### src/rtl/rudp_defs.svh
`ifndef RUDP_DEFS_SVH
`define RUDP_DEFS_SVH

// register indices on the local register port (word addresses)
`define RUDP_ADDR_W            4
`define RUDP_IDX_USER_BASE     4'h0
`define RUDP_IDX_KERN_PBASE    4'h1
`define RUDP_IDX_RAM_SIZE      4'h2
`define RUDP_IDX_STATUS        4'h3

// field layout of the user data base register
`define RUDP_BASE_MSB          15
`define RUDP_BASE_LSB          10
`define RUDP_BASE_W            6
`define RUDP_USER_BASE_RST     6'h00

// ram addressing: byte offset inside data ram
`define RUDP_RAM_AW            16

// status register bit positions
`define RUDP_ST_USER_EN        0
`define RUDP_ST_BAD_KERN       1
`define RUDP_ST_BAD_SIZE       2

`endif

### src/rtl/rudp_pkg.sv
package rudp_pkg;
   `include "rudp_defs.svh"

   typedef struct packed {
      logic                      wr;
      logic                      rd;
      logic [`RUDP_ADDR_W-1:0]   addr;
      logic [31:0]               wdata;
   } rudp_bus_t;

   typedef struct packed {
      logic                      valid;
      logic                      user_mode;
      logic [`RUDP_RAM_AW-1:0]   addr;
   } rudp_acc_t;

   typedef enum logic [1:0] {
      RUDP_KERNEL_ONLY = 2'b00,
      RUDP_SPLIT       = 2'b01
   } rudp_mode_t;
endpackage

### src/rtl/rudp_partition.sv
`timescale 1ns/1ps
`include "rudp_defs.svh"
module rudp_partition
   import rudp_pkg::*;
(
   input  wire logic                    core_clk_i,
   input  wire logic                    sys_rst_i,
   input  wire rudp_bus_t               bus_i,
   output logic [31:0]                  rdata_o,
   input  wire rudp_acc_t               acc_i,
   output logic                         acc_grant_o,
   output logic                         acc_user_region_o,
   output logic                         acc_viol_o,
   output logic [`RUDP_BASE_W-1:0]      user_base_o
);

   logic [`RUDP_BASE_W-1:0]   base_r;
   logic [`RUDP_BASE_W-1:0]   base_nxt;
   logic [`RUDP_BASE_W-1:0]   kpb_r;
   logic [`RUDP_BASE_W-1:0]   kpb_nxt;
   logic [`RUDP_BASE_W-1:0]   size_r;
   logic [`RUDP_BASE_W-1:0]   size_nxt;
   logic [31:0]               rdata_r;
   logic [31:0]               rdata_nxt;
   logic                      grant_r;
   logic                      grant_nxt;
   logic                      region_r;
   logic                      region_nxt;
   logic                      viol_r;
   logic                      viol_nxt;
   rudp_mode_t                mode;
   logic [`RUDP_RAM_AW-1:0]   base_bytes;
   logic                      in_user;
   logic                      bad_kern;
   logic                      bad_size;

   // companion limits are held here so software can read back the checks
   always_comb
   begin
      base_nxt = base_r;
      kpb_nxt  = kpb_r;
      size_nxt = size_r;
      if (bus_i.wr)
      begin
         case (bus_i.addr)
            `RUDP_IDX_USER_BASE:  base_nxt = bus_i.wdata[`RUDP_BASE_MSB:`RUDP_BASE_LSB];
            `RUDP_IDX_KERN_PBASE: kpb_nxt  = bus_i.wdata[`RUDP_BASE_MSB:`RUDP_BASE_LSB];
            `RUDP_IDX_RAM_SIZE:   size_nxt = bus_i.wdata[`RUDP_BASE_MSB:`RUDP_BASE_LSB];
            default:              base_nxt = base_r;
         endcase
      end
   end

   always_ff @(posedge core_clk_i)
   begin
      if (sys_rst_i)
      begin
         base_r <= `RUDP_USER_BASE_RST;
         kpb_r  <= '0;
         size_r <= '0;
      end
      else
      begin
         base_r <= base_nxt;
         kpb_r  <= kpb_nxt;
         size_r <= size_nxt;
      end
   end

   // bad settings are only flagged, never corrected: keeping them legal is software's job
   assign bad_kern = (base_r != '0) && (base_r <= kpb_r);
   assign bad_size = (base_r > size_r);

   always_comb
   begin
      rdata_nxt = 32'h0000_0000;
      if (bus_i.rd)
      begin
         case (bus_i.addr)
            `RUDP_IDX_USER_BASE:  rdata_nxt[`RUDP_BASE_MSB:`RUDP_BASE_LSB] = base_r;
            `RUDP_IDX_KERN_PBASE: rdata_nxt[`RUDP_BASE_MSB:`RUDP_BASE_LSB] = kpb_r;
            `RUDP_IDX_RAM_SIZE:   rdata_nxt[`RUDP_BASE_MSB:`RUDP_BASE_LSB] = size_r;
            `RUDP_IDX_STATUS:
            begin
               rdata_nxt[`RUDP_ST_USER_EN]  = (base_r != '0);
               rdata_nxt[`RUDP_ST_BAD_KERN] = bad_kern;
               rdata_nxt[`RUDP_ST_BAD_SIZE] = bad_size;
            end
            default:              rdata_nxt = 32'h0000_0000;
         endcase
      end
   end

   assign mode       = (base_r == '0) ? RUDP_KERNEL_ONLY : RUDP_SPLIT;
   assign base_bytes = {base_r, 10'h000};
   assign in_user    = (mode == RUDP_SPLIT) && (acc_i.addr >= base_bytes);

   always_comb
   begin
      grant_nxt  = 1'b0;
      region_nxt = 1'b0;
      viol_nxt   = 1'b0;
      if (acc_i.valid)
      begin
         case (mode)
            RUDP_KERNEL_ONLY:
            begin
               // user mode has no data ram at all while the base is zero
               grant_nxt = !acc_i.user_mode;
               viol_nxt  = acc_i.user_mode;
            end
            RUDP_SPLIT:
            begin
               region_nxt = in_user;
               grant_nxt  = in_user || !acc_i.user_mode;
               viol_nxt   = acc_i.user_mode && !in_user;
            end
            default:
            begin
               grant_nxt = 1'b0;
               viol_nxt  = 1'b0;
            end
         endcase
      end
   end

   always_ff @(posedge core_clk_i)
   begin
      if (sys_rst_i)
      begin
         rdata_r  <= 32'h0000_0000;
         grant_r  <= 1'b0;
         region_r <= 1'b0;
         viol_r   <= 1'b0;
      end
      else
      begin
         rdata_r  <= rdata_nxt;
         grant_r  <= grant_nxt;
         region_r <= region_nxt;
         viol_r   <= viol_nxt;
      end
   end

   assign rdata_o           = rdata_r;
   assign acc_grant_o       = grant_r;
   assign acc_user_region_o = region_r;
   assign acc_viol_o        = viol_r;
   assign user_base_o       = base_r;

   a_upper_zero: assert property (@(posedge core_clk_i) disable iff (sys_rst_i)
      $past(bus_i.rd) |-> rdata_o[31:16] == 16'h0000)
      else $error("upper bits not zero");

   a_low_zero: assert property (@(posedge core_clk_i) disable iff (sys_rst_i)
      $past(bus_i.rd) && ($past(bus_i.addr) == `RUDP_IDX_USER_BASE) |-> rdata_o[9:0] == 10'h000)
      else $error("low bits not zero");

   a_base_write: assert property (@(posedge core_clk_i) disable iff (sys_rst_i)
      bus_i.wr && bus_i.addr == `RUDP_IDX_USER_BASE |=> user_base_o == $past(bus_i.wdata[15:10]))
      else $error("base not written");

   a_base_readback: assert property (@(posedge core_clk_i) disable iff (sys_rst_i)
      bus_i.rd && bus_i.addr == `RUDP_IDX_USER_BASE && !bus_i.wr |=> rdata_o[15:10] == $past(base_r))
      else $error("base readback wrong");

   a_reset_clear: assert property (@(posedge core_clk_i)
      sys_rst_i |=> user_base_o == 6'h00 && rdata_o == 32'h0000_0000)
      else $error("reset did not clear");

   a_kernel_only: assert property (@(posedge core_clk_i) disable iff (sys_rst_i)
      acc_i.valid && base_r == '0 |=> !acc_user_region_o && (acc_grant_o != acc_viol_o))
      else $error("zero base gave user region");

   a_user_region: assert property (@(posedge core_clk_i) disable iff (sys_rst_i)
      acc_i.valid && acc_i.user_mode && base_r != '0 && acc_i.addr >= {base_r, 10'h000} |=> acc_grant_o)
      else $error("user access refused");

   a_user_below: assert property (@(posedge core_clk_i) disable iff (sys_rst_i)
      acc_i.valid && acc_i.user_mode && acc_i.addr < {base_r, 10'h000} |=> acc_viol_o && !acc_grant_o)
      else $error("user below base granted");

   a_idle_quiet: assert property (@(posedge core_clk_i) disable iff (sys_rst_i)
      !acc_i.valid |=> !acc_grant_o && !acc_viol_o && !acc_user_region_o)
      else $error("answer without access");

   a_read_idle: assert property (@(posedge core_clk_i) disable iff (sys_rst_i)
      !$past(bus_i.rd)
      |-> rdata_o == 32'h0000_0000)
      else $error("read data outside read cycle");

   a_base_read_full: assert property (@(posedge core_clk_i) disable iff (sys_rst_i)
      $past(bus_i.rd) && $past(bus_i.addr) == `RUDP_IDX_USER_BASE
      |-> rdata_o == {16'h0000, $past(base_r), 10'h000})
      else $error("base read word wrong");

   a_kpb_write: assert property (@(posedge core_clk_i) disable iff (sys_rst_i)
      bus_i.wr && bus_i.addr == `RUDP_IDX_KERN_PBASE
      |=> kpb_r == $past(bus_i.wdata[`RUDP_BASE_MSB:`RUDP_BASE_LSB]))
      else $error("kernel base not written");

   a_size_write: assert property (@(posedge core_clk_i) disable iff (sys_rst_i)
      bus_i.wr && bus_i.addr == `RUDP_IDX_RAM_SIZE
      |=> size_r == $past(bus_i.wdata[`RUDP_BASE_MSB:`RUDP_BASE_LSB]))
      else $error("ram size not written");

   a_kpb_read: assert property (@(posedge core_clk_i) disable iff (sys_rst_i)
      $past(bus_i.rd) && $past(bus_i.addr) == `RUDP_IDX_KERN_PBASE
      |-> rdata_o == {16'h0000, $past(kpb_r), 10'h000})
      else $error("kernel base readback wrong");

   a_size_read: assert property (@(posedge core_clk_i) disable iff (sys_rst_i)
      $past(bus_i.rd) && $past(bus_i.addr) == `RUDP_IDX_RAM_SIZE
      |-> rdata_o == {16'h0000, $past(size_r), 10'h000})
      else $error("ram size readback wrong");

   a_status_user: assert property (@(posedge core_clk_i) disable iff (sys_rst_i)
      $past(bus_i.rd) && $past(bus_i.addr) == `RUDP_IDX_STATUS
      |-> rdata_o[`RUDP_ST_USER_EN] == ($past(base_r) != 6'h00))
      else $error("status user bit wrong");

   a_status_kern: assert property (@(posedge core_clk_i) disable iff (sys_rst_i)
      $past(bus_i.rd) && $past(bus_i.addr) == `RUDP_IDX_STATUS
      |-> rdata_o[`RUDP_ST_BAD_KERN] == ($past(base_r) != 6'h00 && $past(base_r) <= $past(kpb_r)))
      else $error("status kernel bit wrong");

   a_status_size: assert property (@(posedge core_clk_i) disable iff (sys_rst_i)
      $past(bus_i.rd) && $past(bus_i.addr) == `RUDP_IDX_STATUS
      |-> rdata_o[`RUDP_ST_BAD_SIZE] == ($past(base_r) > $past(size_r)))
      else $error("status size bit wrong");

   a_status_upper: assert property (@(posedge core_clk_i) disable iff (sys_rst_i)
      $past(bus_i.rd) && $past(bus_i.addr) == `RUDP_IDX_STATUS
      |-> rdata_o[31:`RUDP_ST_BAD_SIZE+1] == 29'h0000_0000)
      else $error("status spare bits not zero");

   a_unmapped_zero: assert property (@(posedge core_clk_i) disable iff (sys_rst_i)
      $past(bus_i.rd) && $past(bus_i.addr) > `RUDP_IDX_STATUS
      |-> rdata_o == 32'h0000_0000)
      else $error("unmapped read not zero");

   // the reset term keeps the clearing edge itself out of the hold checks
   a_base_hold: assert property (@(posedge core_clk_i) disable iff (sys_rst_i)
      !sys_rst_i && !(bus_i.wr && bus_i.addr == `RUDP_IDX_USER_BASE)
      |=> $stable(user_base_o))
      else $error("base changed without write");

   a_kpb_hold: assert property (@(posedge core_clk_i) disable iff (sys_rst_i)
      !sys_rst_i && !(bus_i.wr && bus_i.addr == `RUDP_IDX_KERN_PBASE)
      |=> $stable(kpb_r))
      else $error("kernel base changed without write");

   a_size_hold: assert property (@(posedge core_clk_i) disable iff (sys_rst_i)
      !sys_rst_i && !(bus_i.wr && bus_i.addr == `RUDP_IDX_RAM_SIZE)
      |=> $stable(size_r))
      else $error("ram size changed without write");

   a_grant_excl: assert property (@(posedge core_clk_i) disable iff (sys_rst_i)
      acc_grant_o
      |-> !acc_viol_o)
      else $error("grant and violation together");

   a_region_granted: assert property (@(posedge core_clk_i) disable iff (sys_rst_i)
      acc_user_region_o
      |-> acc_grant_o)
      else $error("user region access not granted");

   a_kernel_grant: assert property (@(posedge core_clk_i) disable iff (sys_rst_i)
      acc_i.valid && !acc_i.user_mode
      |=> acc_grant_o && !acc_viol_o)
      else $error("kernel access refused");

   a_kernel_region: assert property (@(posedge core_clk_i) disable iff (sys_rst_i)
      acc_i.valid && !acc_i.user_mode && base_r != 6'h00 && acc_i.addr >= {base_r, 10'h000}
      |=> acc_user_region_o)
      else $error("kernel access in user region not flagged");

   a_viol_user: assert property (@(posedge core_clk_i) disable iff (sys_rst_i)
      acc_viol_o
      |-> $past(acc_i.valid) && $past(acc_i.user_mode))
      else $error("violation without user access");

   a_region_base: assert property (@(posedge core_clk_i) disable iff (sys_rst_i)
      acc_user_region_o
      |-> $past(base_r) != 6'h00)
      else $error("user region with zero base");

   a_below_no_region: assert property (@(posedge core_clk_i) disable iff (sys_rst_i)
      acc_i.valid && acc_i.addr < {base_r, 10'h000}
      |=> !acc_user_region_o)
      else $error("region flagged below base");

   c_split_set: cover property (@(posedge core_clk_i) disable iff (sys_rst_i)
      base_r == '0 ##1 base_r != '0);
   c_user_grant: cover property (@(posedge core_clk_i) disable iff (sys_rst_i)
      acc_user_region_o && acc_grant_o);
   c_user_viol: cover property (@(posedge core_clk_i) disable iff (sys_rst_i)
      acc_viol_o);
   c_bad_kern: cover property (@(posedge core_clk_i) disable iff (sys_rst_i)
      bad_kern);
   c_kernel_user: cover property (@(posedge core_clk_i) disable iff (sys_rst_i)
      acc_user_region_o && !$past(acc_i.user_mode));
endmodule

### config.mk
export PLATFORM = sky130hd
export DESIGN_NAME = rudp_partition
export DESIGN_NICKNAME = d
export VERILOG_FILES = /design/src/rtl/rudp_pkg.sv /design/src/rtl/rudp_partition.sv
export VERILOG_INCLUDE_DIRS = /design/src /design/src/rtl
export SDC_FILE = /design/constraint.sdc
export NUM_CORES = 1
export LEC_CHECK = 0
export BUFFER_PORTS_ARGS = -buffer_cell sky130_fd_sc_hd__buf_2
export CORE_UTILIZATION = 48
export DETAILED_ROUTE_END_ITERATION = 10
export PLACE_DENSITY = 0.84
export SETUP_SLACK_MARGIN = 0.2
export SYNTH_ARGS = -nofsm -noshare
export SYNTH_HDL_FRONTEND = slang
export SYNTH_SLANG_ARGS = --single-unit
### constraint.sdc
create_clock -name core_clk_i -period 3.4 [get_ports core_clk_i]
set_input_delay 0 -clock core_clk_i [delete_from_list [all_inputs] [get_ports core_clk_i]]
set_output_delay 0 -clock core_clk_i [all_outputs]
set_load 0.005 [all_outputs]
==> results of run 1 <==
state kept, by name, indices dropped and copies added, names as in the netlist:
name	count
size_r	6
user_base_o	6
kpb_r	6
acc_user_region_o	1
acc_viol_o	1
acc_grant_o	1
rdata_o	9
worst max-delay path, delay by kind of cell (launching register included):
| family | cells | cell delay [ps] |
|---|---|---|
| compound gates | 2 | 620 |
| fa+ha+maj | 1 | 320 |
| buf+inv | 2 | 670 |
| flops | 1 | 460 |
| simple gates | 2 | 270 |
layer usage:
layer  vias to the layer above  wire [microns]  global-route usage [%]
li1                        753               -                       -
met1                       722            1600                    22.4
met2                        42            1730                    32.1
met3                         7             173                    4.89
met4                         0              62                    7.95
met5                         -               0                       0
how the worst min path moves through the flow:
stage	cells after the start	start	slack, ps	to
after floorplan	1	acc_i[16]	90	acc_grant_o$_SDFF_PP0_
after global placement	2	acc_i[16]	230	acc_grant_o$_SDFF_PP0_
after detailed placement	2	acc_i[16]	230	acc_grant_o$_SDFF_PP0_
after CTS	3	bus_i[10]	1	size_r[0]$_SDFFE_PP0P_
after global routing	3	bus_i[14]	10	size_r[4]$_SDFFE_PP0P_
final	3	bus_i[10]	4	size_r[0]$_SDFFE_PP0P_
per-stage QoR:
step                      power, mW  worst slack, ps
final                         0.734             1010
after global routing          0.770              772
after CTS                     0.741             1080
after detailed placement      0.447             1580
after global placement        0.444             1610
after floorplan               0.435             1790
area by class of cell:
type / count / area [sq um]
fillers: 319 / 1340
multi-input cells: 146 / 1000
flip-flops and latches: 30 / 601
repair buffers: 55 / 305
clock buffers: 7 / 86.3
inverters: 20 / 75.1
well taps: 46 / 57.6
clock inverters: 1 / 5.00
power breakdown:
part           switching (mW)  internal [mW]  total (mW)
Sequential            0.00359          0.356       0.359
Clock                   0.126          0.163       0.289
Combinational          0.0457         0.0404      0.0861
what timing repair did:
item | 4_1_cts | 5_1_grt
endpoints found under the setup margin | 0 | 0
resized for setup | 0 | 0
hold endpoints to repair | 9 | 0
hold buffers | 6 | 0
setup buffers | 0 | 0
layout by cell type (no fill, tap or decap), types with 3 or more instances in the layout:
master / Yosys / routed
buf_2: 4 / 49
nor2_1: 33 / 33
dfxtp_1: 30 / 30
mux2i_1: 24 / 24
conb_1: 1 / 23
inv_1: 20 / 20
ha_1: 18 / 18
a21oi_1: 8 / 8
a21o_1: 6 / 6
clkbuf_8: 0 / 6
dlygate4sd3_1: 0 / 6
nand2_1: 5 / 5
nand3_1: 3 / 3
nor4_1: 3 / 3
cell families (layout without fill, tap and decap cells):
group,Yosys count,count (layout),share of synthesized area [%]
compound gates,22,22,8.84
fa+ha+maj,18,18,12.5
buf+inv,49,83,15.3
flops,30,30,33.4
mux,24,24,13.4
other cells,1,23,0.209
simple gates,59,59,16.3
==> run summary, run 1 <==
outcome - complete, no violations
Worst path max stage delay - 590 ps
crit path to - acc_grant_o$_SDFF_PP0_
largest net degree at the start of global routing - 21
count leader, synth - nor2_1
area post-placement - 0.00198 sq mm
Site Rows - 21
Worst Setup End Kind - flip-flop
antenna violations before repair - 0
# port buffers - 49
layout cell share with drive strength beyond 1 - 22.8%
CP required - 3620 ps
vias per cell - 5.00
DRC viols - 0
DR iter-0 viols - 98
Congestion Overflow GR - 0
Top Ports - 99
Longest Clk Path Bufs - 2
die height - 63.2 microns
R2R Setup Slk - 1010 ps
Worst slew margin - 50.7%
register clock-pin slew on the reported worst setup and hold paths - 60 ps
Initial Util - 51.8%
crit-path cells - inv_1 -> ha_1 -> nand4_1 -> o41ai_2 -> nor4_1 -> a211oi_1 -> dlygate4sd3_1
worst hold slack - 3.67 ps
CP Launch Type - flip-flop
Post-Layout Cell Count - 305
Cells after Synth - 203
ys async rst share - 0%
count of final max-slew check failures - 0
reg2reg path depth - 7
Period minus WS final - 2390 ps
Post-synth top cells - nor2_1 (33), dfxtp_1 (30), mux2i_1 (24), buf_4 (23), inv_1 (20)
Final Core Density - 61.5%
worst ir drop on vdd - 0.248 mV
Tightest Pin Transition - 738 ps
Synth top area share - 33.4%
fmax - 0.418 GHz
Hold Path Class - primary input to flip-flop
crit path from - user_base_o[5]$_SDFFE_PP0P_
#FFs+latches synth - 30
Clock Sinks - 30
Mapped Area - 0.00180 sq mm
Most used DFF post-synth - dfxtp_1
setup repair after global routing missed its margin - no
Setup Skew - 4.12 ps
via count - 1524
arrival time worst endpoint - 2610 ps
Power Dens Cells - 344 mW/mm^2
gr usage total - 18.9%
vias in the first global route - 1344
syn_area_per_cell - 8.85 sq um
Crit-path slowest cell - dlygate4sd3_1
yosys warns - 0
post-synth top area cell - dfxtp_1
H-tree level count - 2
first-pass GRT wire length - 5.82 mm
EDFF count, synth - 0
DRT antenna net count - 0
Fin. Hold Viols - 0
worst skew pair latency - 280 ps
Final Setup Violations - 0
DP Wirelength - 2.73 mm
Area contributors post-synth - dfxtp_1 (33%), mux2i_1 (13%), ha_1 (13%)
Initial DRT Pass Iterations - 4
leakage - 1.09 nW
CTS tree - done
GP Congestion - 0.855
period utilisation layout - 70.3%
CTS buffer count - 5
wire length per cell - 11.7 microns
Netlist cell types - 32
FF-to-FF End - acc_grant_o$_SDFF_PP0_
Final nets - 334
Total Wirelength - 3.56 mm
root buf cell - clkbuf_8
total core area - 0.00347 sq mm
final instance area - 0.00213 sq mm
RR Startpoint - user_base_o[5]$_SDFFE_PP0P_
area of the die - 0.00399 sq mm
dpl cells - 291
kind of critical path - flip-flop to flip-flop
synth-to-layout area growth - 18.7%
Seq/Total Area, Yosys - 33.4%
# diodes - 0
crit path max fanout - 7
final setup TNS - 0 ps
Die Wd - 63.2 microns
maxcap violations - 0
No activity file was read; power rests on OpenSTA's default activity.
==> run 2: changes to the inputs <==
--- a/config.mk
+++ b/config.mk
@@ -7,9 +7,9 @@
 export NUM_CORES = 1
 export LEC_CHECK = 0
 export BUFFER_PORTS_ARGS = -buffer_cell sky130_fd_sc_hd__buf_2
-export CORE_UTILIZATION = 48
+export CORE_UTILIZATION = 44
 export DETAILED_ROUTE_END_ITERATION = 10
-export PLACE_DENSITY = 0.84
+export PLACE_DENSITY = 0.78
 export SETUP_SLACK_MARGIN = 0.2
 export SYNTH_ARGS = -nofsm -noshare
 export SYNTH_HDL_FRONTEND = slang
==> constraint.sdc (replaced) <==
create_clock -name core_clk_i -period 2.35 [get_ports core_clk_i]
set_input_delay 0 -clock core_clk_i [delete_from_list [all_inputs] [get_ports core_clk_i]]
set_output_delay 0 -clock core_clk_i [all_outputs]
set_load 0.005 [all_outputs]
==> run 2 against run 1 <==
- cell area is 0.23% higher
- worst setup slack worse by 460 ps
- fmax is 33% higher
- die area is 8.8% higher
- combinational power is 48% higher
- routed wire length is 1.9% higher
- sequential share of layout area is 0.066 points lower
- first-iteration DRC count is 44% lower
- critical path type unchanged
- critical endpoint is now acc_viol_o$_SDFF_PP0_
==> run summary, run 2 (same netlist as run 1, synthesis figures left out) <==
outcome - complete, no violations
DR iter-0 viols - 55 (-44%)
die height - 65.9 microns (+4.3%)
crit path max fanout - 7 (unchanged)
worst ir drop on vdd - 0.297 mV (+20%)
Top Ports - 99 (unchanged)
CTS tree - done
leakage - 1.09 nW (-0.23%)
Setup Skew - 3.13 ps (-0.995 ps)
Power Dens Cells - 481 mW/mm^2 (+40%)
DRT antenna net count - 0 (unchanged)
total power - 1.03 mW (+40%)
Clock Sinks - 30 (unchanged)
Die Wd - 65.9 microns (+4.3%)
max FFs per register - 9 (unchanged)
CP Launch Type - flip-flop
# port buffers - 49 (unchanged)
most frequent cells in the layout - buf_2 (49), nor2_1 (33), dfxtp_1 (30)
Initial DRT Pass Iterations - 4 (unchanged)
Final Setup Violations - 0 (unchanged)
antenna violations before repair - 0 (unchanged)
layout cell share with drive strength beyond 1 - 22.3% (-0.47 points)
largest net degree at the start of global routing - 21 (unchanged)
root buf cell - clkbuf_8
period utilisation layout - 76.7% (+6.4 points)
Period minus WS final - 1800 ps (-587 ps)
register clock-pin slew on the reported worst setup and hold paths - 60 ps (about the same)
Final nets - 336 (+0.60%)
Site Rows - 22 (+4.8%)
via count - 1529 (+0.33%)
Crit-path slowest cell - dfxtp_1
wire length per cell - 11.8 microns (+0.94%)
maxcap violations - 0 (unchanged)
arrival time worst endpoint - 1980 ps (-630 ps)
Initial Util - 47.3% (-4.5 points)
final setup TNS - 0 ps (unchanged)
crit-path cells - inv_1 -> ha_1 -> nand4_1 -> nor4_1 -> nor4_1 -> o2111a_1
kind of critical path - flip-flop to flip-flop
gr usage total - 18.0% (-0.93 points)
CTS buffer count - 5 (unchanged)
vias in the first global route - 1356 (+0.89%)
synth-to-layout area growth - 19.0%
Worst path max stage delay - 470 ps (-120 ps)
DRC viols - 0 (unchanged)
Total Wirelength - 3.63 mm (+1.9%)
setup repair after global routing missed its margin - no
Hold Path Class - primary input to flip-flop
# diodes - 0 (unchanged)
most common library cell in the layout ignoring fill and taps - buf_2
first-pass GRT wire length - 5.73 mm (-1.5%)
H-tree level count - 2 (unchanged)
vias per cell - 4.96 (-0.65%)
Resized Gates After CTS - 0 (unchanged)
fmax - 0.555 GHz (+33%)
Worst Setup End Kind - flip-flop
Fin. Hold Viols - 0 (unchanged)
GP Congestion - 0.817 (-4.5%)
count of final max-slew check failures - 0 (unchanged)
worst hold slack - 8.98 ps (+5.31 ps)
total core area - 0.00380 sq mm (+9.5%)
Worst path most repeated cell - nor4_1
worst skew pair latency - 280 ps (about the same)
area of the die - 0.00434 sq mm (+8.8%)
Longest Clk Path Bufs - 2 (unchanged)
DP Wirelength - 2.80 mm (+2.5%)
Congestion Overflow GR - 0 (unchanged)
CP required - 2520 ps (-1100 ps)
fillers - 370 (+16%)
## run 2: cell types whose count changed in the layout (fill, tap and decap cells not counted)
| cell | change |
|---|---|
| buf_4 | +1 |
| clkbuf_1 | +1 |
| clkbuf_8 | -1 |
| clkinv_2 | -1 |
| dlygate4sd3_1 | +1 |
## run 2: critical path: cells and delay by family, from the launching register on
| kind | cells | cell delay [ps] |
|---|---|---|
| and+or+nand+nor | 3 | 600 |
| DFF | 1 | 470 |
| adders and majority gates | 1 | 320 |
| AOI/OAI and AO/OA | 1 | 230 |
| buffers and inverters | 1 | 70 |
## run 2: worst paths after layout
kind,start,end,slack (ps),depth (start not counted)
max,user_base_o[5]$_SDFFE_PP0P_,acc_viol_o$_SDFF_PP0_,550,6
min,bus_i[10],size_r[0]$_SDFFE_PP0P_,9,3
max reg2reg,user_base_o[5]$_SDFFE_PP0P_,acc_viol_o$_SDFF_PP0_,550,6
min reg2reg,kpb_r[4]$_SDFFE_PP0P_,kpb_r[4]$_SDFFE_PP0P_,520,2
## run 2: area by class of cell
class / count / area [sq um] / share of cell area, %
multi-input cells: 146 / 1000 / 46.9
well taps: 48 / 60.1 / 2.81
repair buffers: 57 / 323 / 15.1
inverters: 20 / 75.1 / 3.51
clock buffers: 7 / 76.3 / 3.57
flip-flops and latches: 30 / 601 / 28.1
## run 2: power by group
| group | leakage [nW] | switching [mW] | internal (mW) | total (mW) |
|---|---|---|---|---|
| logic | 0.811 | 0.0666 | 0.0600 | 0.127 |
| clock network | 0.0383 | 0.179 | 0.203 | 0.382 |
| registers | 0.242 | 0.00515 | 0.515 | 0.520 |
## run 2: metal layers
layer	part of all wire [%]	global-route usage, %
met2	48	30.7
met5	0	0
met4	1.8	7.34
met3	6.2	6.21
met1	44	20.1
## run 2: stage by stage
stage	utilization [%]	instance area [sq um]	std cells	setup WS [ps]
2_1_floorplan	-	1880	225	744
3_3_place_gp	52.4	1990	294	573
3_5_place_dp	52.4	1990	294	581
4_1_cts	56.3	2140	308	545
5_1_grt	56.3	2140	308	365
6_report	56.3	2140	308	547
## run 2: repair_timing
item                                    CTS  global route
setup buffers                             0             0
hold buffers                              7             0
endpoints found under the setup margin    0             0
hold endpoints to repair                 13             0
